## src/pit_timer_pkg.sv

```systemverilog
// Shared constants for the parallel interface timer block.
package pit_timer_pkg;
    localparam int COUNT_W = 24;
    localparam int PRE_W   = 5;
    localparam int ADDR_W  = 8;

    localparam logic [7:0] OFF_CTRL    = 8'h00;
    localparam logic [7:0] OFF_STATUS  = 8'h04;
    localparam logic [7:0] OFF_PRELOAD = 8'h08;
    localparam logic [7:0] OFF_COUNT   = 8'h0C;
    localparam logic [7:0] OFF_VECTOR  = 8'h10;
    localparam logic [7:0] OFF_PC_DATA = 8'h14;
    localparam logic [7:0] OFF_PC_DIR  = 8'h18;

    localparam int CTRL_EN_BIT   = 0;
    localparam int CTRL_CLK_LSB  = 1;
    localparam int CTRL_ZD_BIT   = 4;
    localparam int CTRL_TACK_BIT = 5;
    localparam int CTRL_FUNC_LSB = 6;
    localparam int STATUS_ZD_BIT = 0;
    localparam int PC_BIT        = 3;

    localparam logic [1:0] CLK_PRE    = 2'h0;
    localparam logic [1:0] CLK_GATED  = 2'h1;
    localparam logic [1:0] CLK_TINPRE = 2'h2;
    localparam logic [1:0] CLK_TINDIR = 2'h3;

    localparam logic [1:0] FUNC_PORT   = 2'h0;
    localparam logic [1:0] FUNC_SQUARE = 2'h1;

    localparam logic [7:0]       CTRL_RESET   = 8'h00;
    localparam logic [7:0]       VECTOR_RESET = 8'h0F;
    localparam logic [PRE_W-1:0] PRE_ONES     = 5'h1F;
    localparam logic [COUNT_W-1:0] COUNT_ONE  = 24'h000001;
    localparam logic [COUNT_W-1:0] COUNT_ZERO = 24'h000000;
    localparam logic [COUNT_W-1:0] COUNT_ONES = 24'hFFFFFF;

    localparam logic [1:0] RESP_OKAY   = 2'h0;
    localparam logic [1:0] RESP_SLVERR = 2'h2;
endpackage

```

## src/pit_prescaler.sv

```systemverilog
// Five-bit divide-by-32 prescaler with halt forcing.
`timescale 1ns/100ps
module pit_prescaler
(
    input  wire logic clock_in,
    input  wire logic rst_b_in,
    input  wire logic force_in,
    input  wire logic step_in,
    output logic      tick_out
);
    typedef struct packed {
        logic [pit_timer_pkg::PRE_W-1:0] count;
    } pre_state_t;

    pre_state_t state;
    pre_state_t next_state;

    // A tick marks the pass from zero to all ones.
    assign tick_out = step_in && !force_in && (state.count == '0);

    always_comb
    begin
        next_state = state;
        if (force_in)
        begin
            next_state.count = pit_timer_pkg::PRE_ONES;
        end
        else if (step_in)
        begin
            next_state.count = state.count - 5'h01;
        end
    end

    always_ff @(posedge clock_in or negedge rst_b_in)
    begin
        if (!rst_b_in)
        begin
            state.count <= pit_timer_pkg::PRE_ONES;
        end
        else
        begin
            state <= next_state;
        end
    end
endmodule

```

## src/pit_axil_slave.sv

```systemverilog
// AXI4-Lite slave front end for the timer registers.
`timescale 1ns/100ps
module pit_axil_slave
(
    input  wire logic        clock_in,
    input  wire logic        rst_b_in,
    input  wire logic [7:0]  s_axi_awaddr_in,
    input  wire logic        s_axi_awvalid_in,
    output logic             s_axi_awready_out,
    input  wire logic [31:0] s_axi_wdata_in,
    input  wire logic [3:0]  s_axi_wstrb_in,
    input  wire logic        s_axi_wvalid_in,
    output logic             s_axi_wready_out,
    output logic [1:0]       s_axi_bresp_out,
    output logic             s_axi_bvalid_out,
    input  wire logic        s_axi_bready_in,
    input  wire logic [7:0]  s_axi_araddr_in,
    input  wire logic        s_axi_arvalid_in,
    output logic             s_axi_arready_out,
    output logic [31:0]      s_axi_rdata_out,
    output logic [1:0]       s_axi_rresp_out,
    output logic             s_axi_rvalid_out,
    input  wire logic        s_axi_rready_in,
    output logic             wr_en_out,
    output logic [7:0]       wr_addr_out,
    output logic [31:0]      wr_data_out,
    output logic [3:0]       wr_strb_out,
    input  wire logic        wr_err_in,
    output logic [7:0]       rd_addr_out,
    input  wire logic [31:0] rd_data_in,
    input  wire logic        rd_err_in
);
    typedef struct packed {
        logic        aw_held;
        logic        w_held;
        logic [7:0]  awaddr;
        logic [31:0] wdata;
        logic [3:0]  wstrb;
        logic        bvalid;
        logic [1:0]  bresp;
        logic        rvalid;
        logic [31:0] rdata;
        logic [1:0]  rresp;
    } slave_state_t;

    slave_state_t state;
    slave_state_t next_state;

    assign s_axi_awready_out = !state.aw_held && !state.bvalid;
    assign s_axi_wready_out  = !state.w_held && !state.bvalid;
    assign s_axi_arready_out = !state.rvalid;
    assign s_axi_bvalid_out  = state.bvalid;
    assign s_axi_bresp_out   = state.bresp;
    assign s_axi_rvalid_out  = state.rvalid;
    assign s_axi_rdata_out   = state.rdata;
    assign s_axi_rresp_out   = state.rresp;
    assign wr_en_out   = state.aw_held && state.w_held && !state.bvalid;
    assign wr_addr_out = state.awaddr;
    assign wr_data_out = state.wdata;
    assign wr_strb_out = state.wstrb;
    assign rd_addr_out = s_axi_araddr_in;

    always_comb
    begin
        next_state = state;
        if (s_axi_awvalid_in && s_axi_awready_out)
        begin
            next_state.aw_held = 1'b1;
            next_state.awaddr  = s_axi_awaddr_in;
        end
        if (s_axi_wvalid_in && s_axi_wready_out)
        begin
            next_state.w_held = 1'b1;
            next_state.wdata  = s_axi_wdata_in;
            next_state.wstrb  = s_axi_wstrb_in;
        end
        if (wr_en_out)
        begin
            next_state.aw_held = 1'b0;
            next_state.w_held  = 1'b0;
            next_state.bvalid  = 1'b1;
            next_state.bresp   = wr_err_in ? pit_timer_pkg::RESP_SLVERR : pit_timer_pkg::RESP_OKAY;
        end
        else if (state.bvalid && s_axi_bready_in)
        begin
            next_state.bvalid = 1'b0;
        end
        if (s_axi_arvalid_in && s_axi_arready_out)
        begin
            next_state.rvalid = 1'b1;
            next_state.rdata  = rd_data_in;
            next_state.rresp  = rd_err_in ? pit_timer_pkg::RESP_SLVERR : pit_timer_pkg::RESP_OKAY;
        end
        else if (state.rvalid && s_axi_rready_in)
        begin
            next_state.rvalid = 1'b0;
        end
    end

    always_ff @(posedge clock_in or negedge rst_b_in)
    begin
        if (!rst_b_in)
        begin
            state <= '0;
        end
        else
        begin
            state <= next_state;
        end
    end
endmodule

```

## src/pit_timer.sv

```systemverilog
// Top level of the 24-bit down-counting timer with its pin and bus logic.
//
// Design decisions made here: the AXI4-Lite interface to the registers and the register offsets.
`timescale 1ns/100ps
// Functional notes
// - Counter step from one to zero sets zero-detect flag and asserts output.
// - Zero-detect control clear: next counter clock reloads preload, then decrements.
// - Square wave mode toggles the output pin on each zero detect.
// - Port C data read returns the present output pin level.
// - Square wave mode holds the output pin high until enabled.
// - After reset the shared pin is port C bit 3 until selected.
// - Acknowledge answered with vector only while interrupt request asserted.
// - Zero-detect control set: counter rolls over instead of reloading.
// - Elapsed time mode: external input starts and stops counting.
// - Event counting decrements on external input pulses while running.
// - Watchdog mode: once enabled, external input controls run and halt.
// - Watchdog: input high loads preload into counter and starts counting.
// - Watchdog: input falling before zero keeps output and flag negated.
// - Watchdog: zero while input high sets flag, asserts output, rolls over.
// - Watchdog: input low clears flag, negates output, stops, prescaler ones.
// - Status write with bit 0 set clears flag, winning over zero detect.
// - Counter clocked by input directly or by divide-by-32 prescaler.
// - Reset clears the whole control register, disabling the timer.
module pit_timer
(
    input  wire logic        clock_in,
    input  wire logic        rst_b_in,
    input  wire logic [7:0]  s_axi_awaddr_in,
    input  wire logic        s_axi_awvalid_in,
    output logic             s_axi_awready_out,
    input  wire logic [31:0] s_axi_wdata_in,
    input  wire logic [3:0]  s_axi_wstrb_in,
    input  wire logic        s_axi_wvalid_in,
    output logic             s_axi_wready_out,
    output logic [1:0]       s_axi_bresp_out,
    output logic             s_axi_bvalid_out,
    input  wire logic        s_axi_bready_in,
    input  wire logic [7:0]  s_axi_araddr_in,
    input  wire logic        s_axi_arvalid_in,
    output logic             s_axi_arready_out,
    output logic [31:0]      s_axi_rdata_out,
    output logic [1:0]       s_axi_rresp_out,
    output logic             s_axi_rvalid_out,
    input  wire logic        s_axi_rready_in,
    input  wire logic        timer_ext_input_pin_in,
    input  wire logic        timer_out_pin_in,
    output logic             timer_out_pin_out,
    output logic             timer_out_pin_oe_out,
    input  wire logic        timer_irq_ack_pin_in,
    output logic             transfer_acknowledge_out,
    output logic [7:0]       ack_vector_out
);
    typedef struct packed {
        logic [7:0]  timer_control;
        logic [23:0] preload_value;
        logic [23:0] count;
        logic        zero_detect_flag;
        logic        square;
        logic        load_pending;
        logic        tin_prev;
        logic [7:0]  vector;
        logic        pc_data;
        logic        pc_dir;
        logic        ack;
        logic [7:0]  ack_vector;
    } timer_state_t;

    timer_state_t state;
    timer_state_t next_state;

    logic        wr_en;
    logic [7:0]  wr_addr;
    logic [31:0] wr_data;
    logic [3:0]  wr_strb;
    logic [7:0]  rd_addr;
    logic [31:0] rd_data;
    logic [1:0]  clk_sel;
    logic [1:0]  pin_func;
    logic        enabled;
    logic        irq_mode;
    logic        run;
    logic        tin_rise;
    logic        pre_step;
    logic        pre_tick;
    logic        tick;
    logic        zero_hit;
    logic        status_clear;
    logic [31:0] ctrl_word, preload_word, vector_word;

    // Merges the written bytes into an existing register word.
    function automatic logic [31:0] merge_bytes(input logic [31:0] old_word,
                                                input logic [31:0] new_word,
                                                input logic [3:0]  strb);
        logic [31:0] res;
        res = old_word;
        for (int i = 0; i < 4; i++)
        begin
            if (strb[i])
            begin
                res[i*8 +: 8] = new_word[i*8 +: 8];
            end
        end
        return res;
    endfunction

    function automatic logic addr_mapped(input logic [7:0] addr);
        return addr == pit_timer_pkg::OFF_CTRL || addr == pit_timer_pkg::OFF_STATUS
            || addr == pit_timer_pkg::OFF_PRELOAD || addr == pit_timer_pkg::OFF_COUNT
            || addr == pit_timer_pkg::OFF_VECTOR || addr == pit_timer_pkg::OFF_PC_DATA
            || addr == pit_timer_pkg::OFF_PC_DIR;
    endfunction

    pit_axil_slave bus
    (
        .clock_in          (clock_in),
        .rst_b_in          (rst_b_in),
        .s_axi_awaddr_in   (s_axi_awaddr_in),
        .s_axi_awvalid_in  (s_axi_awvalid_in),
        .s_axi_awready_out (s_axi_awready_out),
        .s_axi_wdata_in    (s_axi_wdata_in),
        .s_axi_wstrb_in    (s_axi_wstrb_in),
        .s_axi_wvalid_in   (s_axi_wvalid_in),
        .s_axi_wready_out  (s_axi_wready_out),
        .s_axi_bresp_out   (s_axi_bresp_out),
        .s_axi_bvalid_out  (s_axi_bvalid_out),
        .s_axi_bready_in   (s_axi_bready_in),
        .s_axi_araddr_in   (s_axi_araddr_in),
        .s_axi_arvalid_in  (s_axi_arvalid_in),
        .s_axi_arready_out (s_axi_arready_out),
        .s_axi_rdata_out   (s_axi_rdata_out),
        .s_axi_rresp_out   (s_axi_rresp_out),
        .s_axi_rvalid_out  (s_axi_rvalid_out),
        .s_axi_rready_in   (s_axi_rready_in),
        .wr_en_out         (wr_en),
        .wr_addr_out       (wr_addr),
        .wr_data_out       (wr_data),
        .wr_strb_out       (wr_strb),
        .wr_err_in         (!addr_mapped(wr_addr)),
        .rd_addr_out       (rd_addr),
        .rd_data_in        (rd_data),
        .rd_err_in         (!addr_mapped(rd_addr))
    );

    pit_prescaler prescaler
    (
        .clock_in (clock_in),
        .rst_b_in (rst_b_in),
        .force_in (!run),
        .step_in  (pre_step),
        .tick_out (pre_tick)
    );

    assign clk_sel  = state.timer_control[pit_timer_pkg::CTRL_CLK_LSB +: 2];
    assign pin_func = state.timer_control[pit_timer_pkg::CTRL_FUNC_LSB +: 2];
    assign enabled  = state.timer_control[pit_timer_pkg::CTRL_EN_BIT];
    assign irq_mode = pin_func[1];
    assign tin_rise = timer_ext_input_pin_in && !state.tin_prev;

    // In gated mode the external input is the run/halt control.
    assign run = enabled && (clk_sel != pit_timer_pkg::CLK_GATED || timer_ext_input_pin_in);

    // The prescaler runs from the clock, or from input edges in mode two.
    assign pre_step = run && (clk_sel == pit_timer_pkg::CLK_TINPRE ? tin_rise
                                                                   : clk_sel != pit_timer_pkg::CLK_TINDIR);

    assign tick = clk_sel == pit_timer_pkg::CLK_TINDIR ? run && tin_rise : pre_tick;

    assign zero_hit = tick && !state.load_pending && state.count == pit_timer_pkg::COUNT_ONE;

    assign status_clear = wr_en && wr_addr == pit_timer_pkg::OFF_STATUS && wr_strb[0]
                          && wr_data[pit_timer_pkg::STATUS_ZD_BIT];

    assign ctrl_word    = merge_bytes(32'(state.timer_control), wr_data, wr_strb);
    assign preload_word = merge_bytes(32'(state.preload_value), wr_data, wr_strb);
    assign vector_word  = merge_bytes(32'(state.vector), wr_data, wr_strb);

    always_comb
    begin
        next_state = state;
        next_state.tin_prev = timer_ext_input_pin_in;

        // Halt keeps the count, clears the flag and arms the first-tick load.
        if (!run)
        begin
            next_state.zero_detect_flag = 1'b0;
            next_state.load_pending     = 1'b1;
        end
        else if (tick)
        begin
            if (state.load_pending)
            begin
                next_state.count        = state.preload_value;
                next_state.load_pending = 1'b0;
            end
            else if (state.count == pit_timer_pkg::COUNT_ZERO
                     && !state.timer_control[pit_timer_pkg::CTRL_ZD_BIT])
            begin
                next_state.count = state.preload_value;
            end
            else
            begin
                next_state.count = state.count - pit_timer_pkg::COUNT_ONE;
            end
        end

        if (zero_hit)
        begin
            next_state.zero_detect_flag = 1'b1;
            if (pin_func == pit_timer_pkg::FUNC_SQUARE)
            begin
                next_state.square = !state.square;
            end
        end

        // The direct clear is applied last so it wins over a zero detect.
        if (status_clear)
        begin
            next_state.zero_detect_flag = 1'b0;
        end

        if (!enabled)
        begin
            next_state.square = 1'b1;
        end

        if (wr_en)
        begin
            unique case (wr_addr)
                pit_timer_pkg::OFF_CTRL:
                begin
                    next_state.timer_control = ctrl_word[7:0];
                end
                pit_timer_pkg::OFF_PRELOAD:
                begin
                    next_state.preload_value = preload_word[23:0];
                end
                pit_timer_pkg::OFF_VECTOR:
                begin
                    next_state.vector = vector_word[7:0];
                end
                pit_timer_pkg::OFF_PC_DATA:
                begin
                    if (wr_strb[0])
                    begin
                        next_state.pc_data = wr_data[pit_timer_pkg::PC_BIT];
                    end
                end
                pit_timer_pkg::OFF_PC_DIR:
                begin
                    if (wr_strb[0])
                    begin
                        next_state.pc_dir = wr_data[pit_timer_pkg::PC_BIT];
                    end
                end
                default:
                begin
                end
            endcase
        end

        // Acknowledge is answered only while the request is really asserted.
        next_state.ack = timer_irq_ack_pin_in && irq_mode && state.zero_detect_flag
                         && state.timer_control[pit_timer_pkg::CTRL_TACK_BIT];
        next_state.ack_vector = next_state.ack ? state.vector : 8'h00;
    end

    always_comb
    begin
        rd_data = 32'h00000000;
        unique case (rd_addr)
            pit_timer_pkg::OFF_CTRL:    rd_data[7:0]  = state.timer_control;
            pit_timer_pkg::OFF_STATUS:  rd_data[0]    = state.zero_detect_flag;
            pit_timer_pkg::OFF_PRELOAD: rd_data[23:0] = state.preload_value;
            pit_timer_pkg::OFF_COUNT:   rd_data[23:0] = state.count;
            pit_timer_pkg::OFF_VECTOR:  rd_data[7:0]  = state.vector;
            pit_timer_pkg::OFF_PC_DATA: rd_data[pit_timer_pkg::PC_BIT] = timer_out_pin_in;
            pit_timer_pkg::OFF_PC_DIR:  rd_data[pit_timer_pkg::PC_BIT] = state.pc_dir;
            default:                    rd_data = 32'h00000000;
        endcase
    end

    // Pin mux: port bit after reset, else square wave or interrupt request.
    always_comb
    begin
        unique case (pin_func)
            pit_timer_pkg::FUNC_PORT:
            begin
                timer_out_pin_out    = state.pc_data;
                timer_out_pin_oe_out = state.pc_dir;
            end
            pit_timer_pkg::FUNC_SQUARE:
            begin
                timer_out_pin_out    = enabled ? state.square : 1'b1;
                timer_out_pin_oe_out = 1'b1;
            end
            default:
            begin
                timer_out_pin_out    = state.zero_detect_flag;
                timer_out_pin_oe_out = 1'b1;
            end
        endcase
    end

    assign transfer_acknowledge_out = state.ack;
    assign ack_vector_out           = state.ack_vector;

    always_ff @(posedge clock_in or negedge rst_b_in)
    begin
        if (!rst_b_in)
        begin
            state               <= '0;
            state.timer_control <= pit_timer_pkg::CTRL_RESET;
            state.square        <= 1'b1;
            state.load_pending  <= 1'b1;
            state.vector        <= pit_timer_pkg::VECTOR_RESET;
        end
        else
        begin
            state <= next_state;
        end
    end
endmodule

```

## config.mk

```make
export PLATFORM = sky130hd
export DESIGN_NAME = pit_timer
export DESIGN_NICKNAME = d
export VERILOG_FILES = /design/src/pit_timer_pkg.sv /design/src/pit_prescaler.sv /design/src/pit_axil_slave.sv /design/src/pit_timer.sv
export SDC_FILE = /design/constraint.sdc
export NUM_CORES = 1
export LEC_CHECK = 0
export BUFFER_PORTS_ARGS = -buffer_cell sky130_fd_sc_hd__buf_2
export CORE_ASPECT_RATIO = 1.5
export CORE_MARGIN = 2
export CORE_UTILIZATION = 60
export CTS_BUF_LIST = sky130_fd_sc_hd__clkbuf_8
export DETAILED_ROUTE_END_ITERATION = 12
export HOLD_SLACK_MARGIN = 0.15
export PLACE_DENSITY = 0.82
export SLEW_MARGIN = 0
export SYNTH_ARGS = -nofsm -noshare
export SYNTH_HDL_FRONTEND = slang
export SYNTH_SLANG_ARGS = --single-unit
```

## constraint.sdc

```tcl
create_clock -name clock_in -period 5.5 [get_ports clock_in]
set_clock_uncertainty 0.15 [all_clocks]
set_input_delay 1.1 -clock clock_in [delete_from_list [all_inputs] [get_ports clock_in]]
set_output_delay 1.1 -clock clock_in [all_outputs]
set_load 0.01 [all_outputs]
```

* Word-level counts from Yosys, hierarchy flattened
Index checks and enable logic that the tools add are counted.
** Word-level totals
- Word-level logic and storage cells :: 144
- Register bits after elaboration :: 151
- Input port bits :: 62
- Output and inout bits :: 52
** Operators by class
- Add/sub/neg operators :: 2
- Reductions and logical operators :: 63
- Mux-type cells :: 31
- Eq/ne operators :: 23
** Operators by type and width (number)
- 8-bit by 5-bit equality test with 1-bit output, second input constant :: 6
- 24-bit two-way mux :: 2
- 8-bit by 4-bit equality test with 1-bit output, second input constant :: 4
- 16-bit case mux with 2 select lines :: 1
- 24-bit by 1-bit equality test with 1-bit output, second input constant :: 1
- 1-bit logical AND :: 24
- 24-bit logical NOT :: 1
- 24-bit by 1-bit subtractor with 24-bit output, second input constant :: 1
- 3-bit AND reduction :: 7
- 8-bit by 3-bit equality test with 1-bit output, second input constant :: 2
- 8-bit logical NOT :: 2
- 1-bit two-way mux :: 16
- 4-bit case mux with 4 select lines :: 1
- 1-bit logical OR :: 13
- 5-bit two-way mux :: 2
- 2-bit by 1-bit != test with 1-bit output, second input constant :: 5
- 1-bit logical NOT :: 8
- 2-bit two-way mux :: 4
- 8-bit two-way mux :: 1
- 2-bit case mux with 4 select lines :: 1
- 2-bit nonzero test :: 4
- 1-bit case mux with 6 select lines :: 1
- 5-bit logical NOT :: 1
- 1-bit case mux with 5 select lines :: 1
- other kinds (8) :: 10

* Logic depth before layout (Yosys ltp)
- Depth after elaboration :: 11
- Depth in mapped cells :: 8
- Gate-level depth less buffers :: 7

* Hierarchy
From an unflattened synthesis, not the netlist that was laid out.
** Unflattened totals
- Cells, all modules :: 717
- Area, all modules :: 8593.2 um^2
** Modules (own cells, without submodules)
- pit_timer :: area an instance 4395.5 um^2, sequential area each 1984.4 um^2, cells an instance 419, instances 1
- pit_axil_slave :: area an instance 3915.0 um^2, sequential area each 2052.0 um^2, cells an instance 273, instances 1
- pit_prescaler :: area an instance 282.8 um^2, sequential area each 131.4 um^2, cells an instance 25, instances 1

* Least setup slack after synthesis
Ideal clock, no wire load.
- Kind :: in2reg
- Start point :: in s_axi_araddr_in[5]
- End point :: reg bus.state (netlist bit bus.s_axi_rdata_out[3])
- Required time :: 5.286 ns
- Data arrival time :: 2.597 ns
- Setup time :: 0.064 ns
- Stages on the path :: 7
- Path buffers :: 2
- Path slack :: 2.688 ns
- Cells stage by stage :: or4_1 buf_4 nor4_4 buf_6 a22oi_1 o211ai_2 mux2_2
** On the way
- Cells in the longest elaborated chain, start to end :: 2
- Elaborated cells between the ends (all ways) :: 7
- Those cells by class :: eq/ne: 5; mux: 1; reduce/logical: 1
** Ends and longest elaborated chain
- start, declared :: line pit_timer.sv:38 : input wire logic [7:0] s_axi_araddr_in,
- 8-bit by 5-bit equality test with 1-bit output (tied with other cells) :: line pit_timer.sv:270 : unique case (rd_addr)
- 1-bit case mux with 6 select lines (*) :: line pit_timer.sv:270
- end signal, assigned :: line pit_axil_slave.sv:108 : state <= next_state;
- end, declared :: line pit_axil_slave.sv:46 : slave_state_t state;
Mark *: on every way between the ends. The rest lies on a longest branch, timed or not.
A chain may end at the register's enable or synchronous reset.

* Worst setup path in the final report
- Start point :: in s_axi_araddr_in[5]
- End point :: reg bus.state (netlist bit bus.s_axi_rdata_out[1])
** On the way
- Cells in the longest elaborated chain, start to end :: 2
- Elaborated cells between the ends (all ways) :: 5
- Those cells by class :: eq/ne: 3; mux: 1; reduce/logical: 1
** Ends and longest elaborated chain (line)
- 8-bit by 5-bit equality test with 1-bit output (tied with other cells) :: pit_timer.sv:270
- 2-bit case mux with 4 select lines (*) :: pit_timer.sv:270
Marks and branches as above.

==> impl_metrics.csv <==
group,metric,value,unit
detailed_routing,avgRoutedWirePerCell,19.1,microns
power,p_total,2.79,mW
power,peakVddDrop,0.274,mV
global_route,grt_first_pass_wirelength,27200,microns
run,drv_cap,0,
yosys,synthAdderAreaFrac,0.00851,
cts,cts_resized,0,
detailed_routing,drc,0,
worst_setup_path,critPathLaunchType,"input pin",
worst_setup_path,r2r_slack,2.90,ns
detailed_routing,antenna_left,0,
die,die-area,13200,sq um
timing,max_clock_freq,0.357,GHz
timing,max_slew_margin,0.352,
die,start_util,0.615,
global_route,gr-total-overflow,0,
final_layout,layout-drive-gt1-share,0.353,
yosys,synth_cell_type_count,81,
worst_setup_path,cp-end-kind,"flop",
cts,cts_root_buf,"clkbuf_8",
cts,insertion_delay,0.45,ns
timing,drv_slew,0,
worst_setup_path,critical_path.startpoint,"s_axi_araddr_in[5]",
cts,clock_sinks,149,
yosys,synthCells,639,
yosys,synthFlopType,"dfrtp_1",
die,io-pin-count,114,
cts,path_clk_slew,0.09,ns
die,rows,49,
global_route,grtUsageTotal,0.269,
detailed_routing,dr.pass1.iters,6,
die,die_w,94.4,microns
final_layout,num_antenna_cells,0,
yosys,syn_area,7350,sq um
cts,htree_num_levels,4,
timing,fin_crit_sh,0.509,
timing,rsz0062_at_grt,"no",
final_layout,fin_nets,762,
worst_setup_path,path_class,"input pin to flop",
cts,cts_max_path_buffers,2,
min_path,hold_path_class,"flop to flop",
yosys,avgSynthCellArea,11.5,sq um
yosys,yosysWarnings,0,
global_route,grt_pass1_vias,5469,
final_layout,multiInputGateArea,3090,sq um
yosys,synth-xor-area-share,0.00477,
worst_setup_path,arrival,3.04,ns
final_layout,final_area,8010,sq um
timing,hold_viol_final,0,
detailed_routing,wirelength,16500,microns
yosys,ys_ff_latch,149,
timing,fin_crit,2.80,ns
yosys,synth_top_family_by_area,"simple AND/OR/NAND/NOR gates",
placement,dp_hpwl,11600,microns
placement,place_congestion,0.901,
worst_setup_path,timing.rr.start,"state[33]$_DFFE_PN0P_",
final_layout,areaGrowthSynthToFinish,9.00,%
outcome,status,"complete, no violations",
die,fp.dieH,140,microns
yosys,async_flop_share,1.00,
yosys,yosys.area_share.simple,0.155,
yosys,synth-compound-area-share,0.118,
detailed_routing,vias,5212,
die,core_area,12000,sq um
final_layout,nFillCells,915,
timing,tightest_slew,0.972,ns
global_route,grt_max_degree,107,
yosys,synth_edf_count,0,
cts,tritoncts,"yes",
worst_setup_path,worst-path-max-fanout,24,
power,powerDensity,348,nW/um^2
worst_setup_path,timing.rr.end,"state[44]$_DFFE_PN0P_",
power,p_leak,3.64,nW
worst_setup_path,cp-endpoint,"bus.s_axi_rdata_out[1]$_DFFE_PN0P_",
yosys,ys_seq_area_frac,0.509,
global_route,antenna_found_initial,0,
cts,ctsHoldBuffers,0,
final_layout,ff_latch_area,3740,sq um
cts,post-cts-setup-buffer-count,0,
placement,placed_area,7600,sq um
detailed_routing,via_per_inst,6.05,
cts,cts_buffers,17,
timing,finalSetupTns,0,ns
timing,setup_viol_count_final,0,
worst_setup_path,cp.required,5.74,ns
worst_setup_path,reg2reg_depth,6,
detailed_routing,drt-initial-drc-count,286,
placement,numPortBuffers,94,
yosys,muxShareOfSynthArea,0.128,
## per-stage QoR
stage | instances | hold slack (ns) | util | setup WS (ns)
2_1_floorplan | 648 | 0.301 | - | 2.69
5_1_grt | 861 | 0.371 | 0.670 | 2.56
3_5_place_dp | 829 | 0.317 | 0.636 | 2.27
4_1_cts | 861 | 0.338 | 0.670 | 2.74
3_3_place_gp | 829 | 0.313 | 0.636 | 2.34
6_report | 861 | 0.335 | 0.670 | 2.70
## power breakdown
group	leakage (nW)	total, mW	internal, mW	switching, mW
Combinational	1.57	0.442	0.241	0.201
Sequential	1.89	1.49	1.30	0.191
Clock	0.184	0.861	0.431	0.430
Total	3.64	2.79	1.97	0.821
## state kept, by name, summed over array words and instances (netlist names)
signal                    count
bus.s_axi_bvalid_out          1
state                        65
prescaler.state               5
enabled                       1
bus.wr_data_out              24
pin_func                      1
transfer_acknowledge_out      1
bus.s_axi_rdata_out          24
irq_mode                      1
clk_sel                       2
bus.state                     2
bus.wr_strb_out               3
bus.s_axi_rvalid_out          1
bus.s_axi_bresp_out           1
bus.wr_addr_out               8
ack_vector_out                8
bus.s_axi_rresp_out           1
## routing by layer
metal,track usage,up-vias,share of wire
met2,0.471,193,0.54
met1,0.302,2568,0.36
met4,0.152,0,0.050
met5,0,-,0
li1,-,2398,-
met3,0.0514,53,0.047
## worst min path at each step
stage | from | end | cells after the start
CTS | bus.s_axi_rresp_out[1]$_DFFE_PN0P_ | bus.s_axi_rresp_out[1]$_DFFE_PN0P_ | 2
detailed placement | bus.s_axi_rresp_out[1]$_DFFE_PN0P_ | bus.s_axi_rresp_out[1]$_DFFE_PN0P_ | 2
global placement | bus.s_axi_rdata_out[18]$_DFFE_PN0P_ | bus.s_axi_rdata_out[18]$_DFFE_PN0P_ | 2
floorplan | bus.s_axi_bresp_out[1]$_DFFE_PN0P_ | bus.s_axi_bresp_out[1]$_DFFE_PN0P_ | 2
global route | bus.s_axi_rdata_out[10]$_DFFE_PN0P_ | bus.s_axi_rdata_out[10]$_DFFE_PN0P_ | 2
finish | bus.s_axi_rdata_out[15]$_DFFE_PN0P_ | bus.s_axi_rdata_out[15]$_DFFE_PN0P_ | 2
## worst max-delay path, cell delays in order
cell and delay (ns):
buf_2 0.09, or4_1 0.72, nor4_4 0.29, buf_4 0.33
a222oi_1 0.17, nand2_1 0.18, a22o_1 0.14
## synthesized netlist by cell type, types with 11 or more instances
cell,n,area share
mux2_2,78,0.12
nand3_1,20,0.014
nand2_1,60,0.031
nor3_1,14,0.0095
clkbuf_1,12,0.0061
nor2_1,15,0.0077
a22oi_1,22,0.022
inv_1,15,0.0077
buf_4,45,0.046
dfrtp_1,138,0.47
dfstp_2,11,0.039
o21ai_1,20,0.014
o21ai_0,16,0.011
## cell families after synthesis
group                    Yosys count
multiplexers                      84
adder cells (fa/ha/maj)            5
buffers and inverters             88
XOR/XNOR                           4
AND/OR/NAND/NOR                  188
other                              1
AO/OA/AOI/OAI                    120
flip-flops                       149
## area by class of cell
type	instances	area share
timing repair buffer	101	0.0660
inverter	15	0.00703
tap	153	0.0239
clock buffer	19	0.0326
clock inverter	13	0.0184
sequential	149	0.467
multi-input combinational	411	0.385
## cells in the final DEF (no fill, tap or decap), types with 8 or more instances in the layout
master | netlist | layout
clkbuf_8 | 0 | 19
nor2_1 | 15 | 15
or4_1 | 8 | 8
nor3_1 | 14 | 14
o21ai_1 | 20 | 20
nand4_1 | 9 | 9
a22oi_1 | 22 | 22
a21oi_1 | 10 | 9
mux2_2 | 78 | 78
nand2_1 | 60 | 60
buf_2 | 10 | 93
nand3_1 | 20 | 20
and2_1 | 10 | 10
o21ai_0 | 16 | 16
dfrtp_1 | 138 | 138
dfstp_2 | 11 | 11
conb_1 | 1 | 10
inv_1 | 15 | 15
Note: power is estimated with default switching activity, not from simulation.
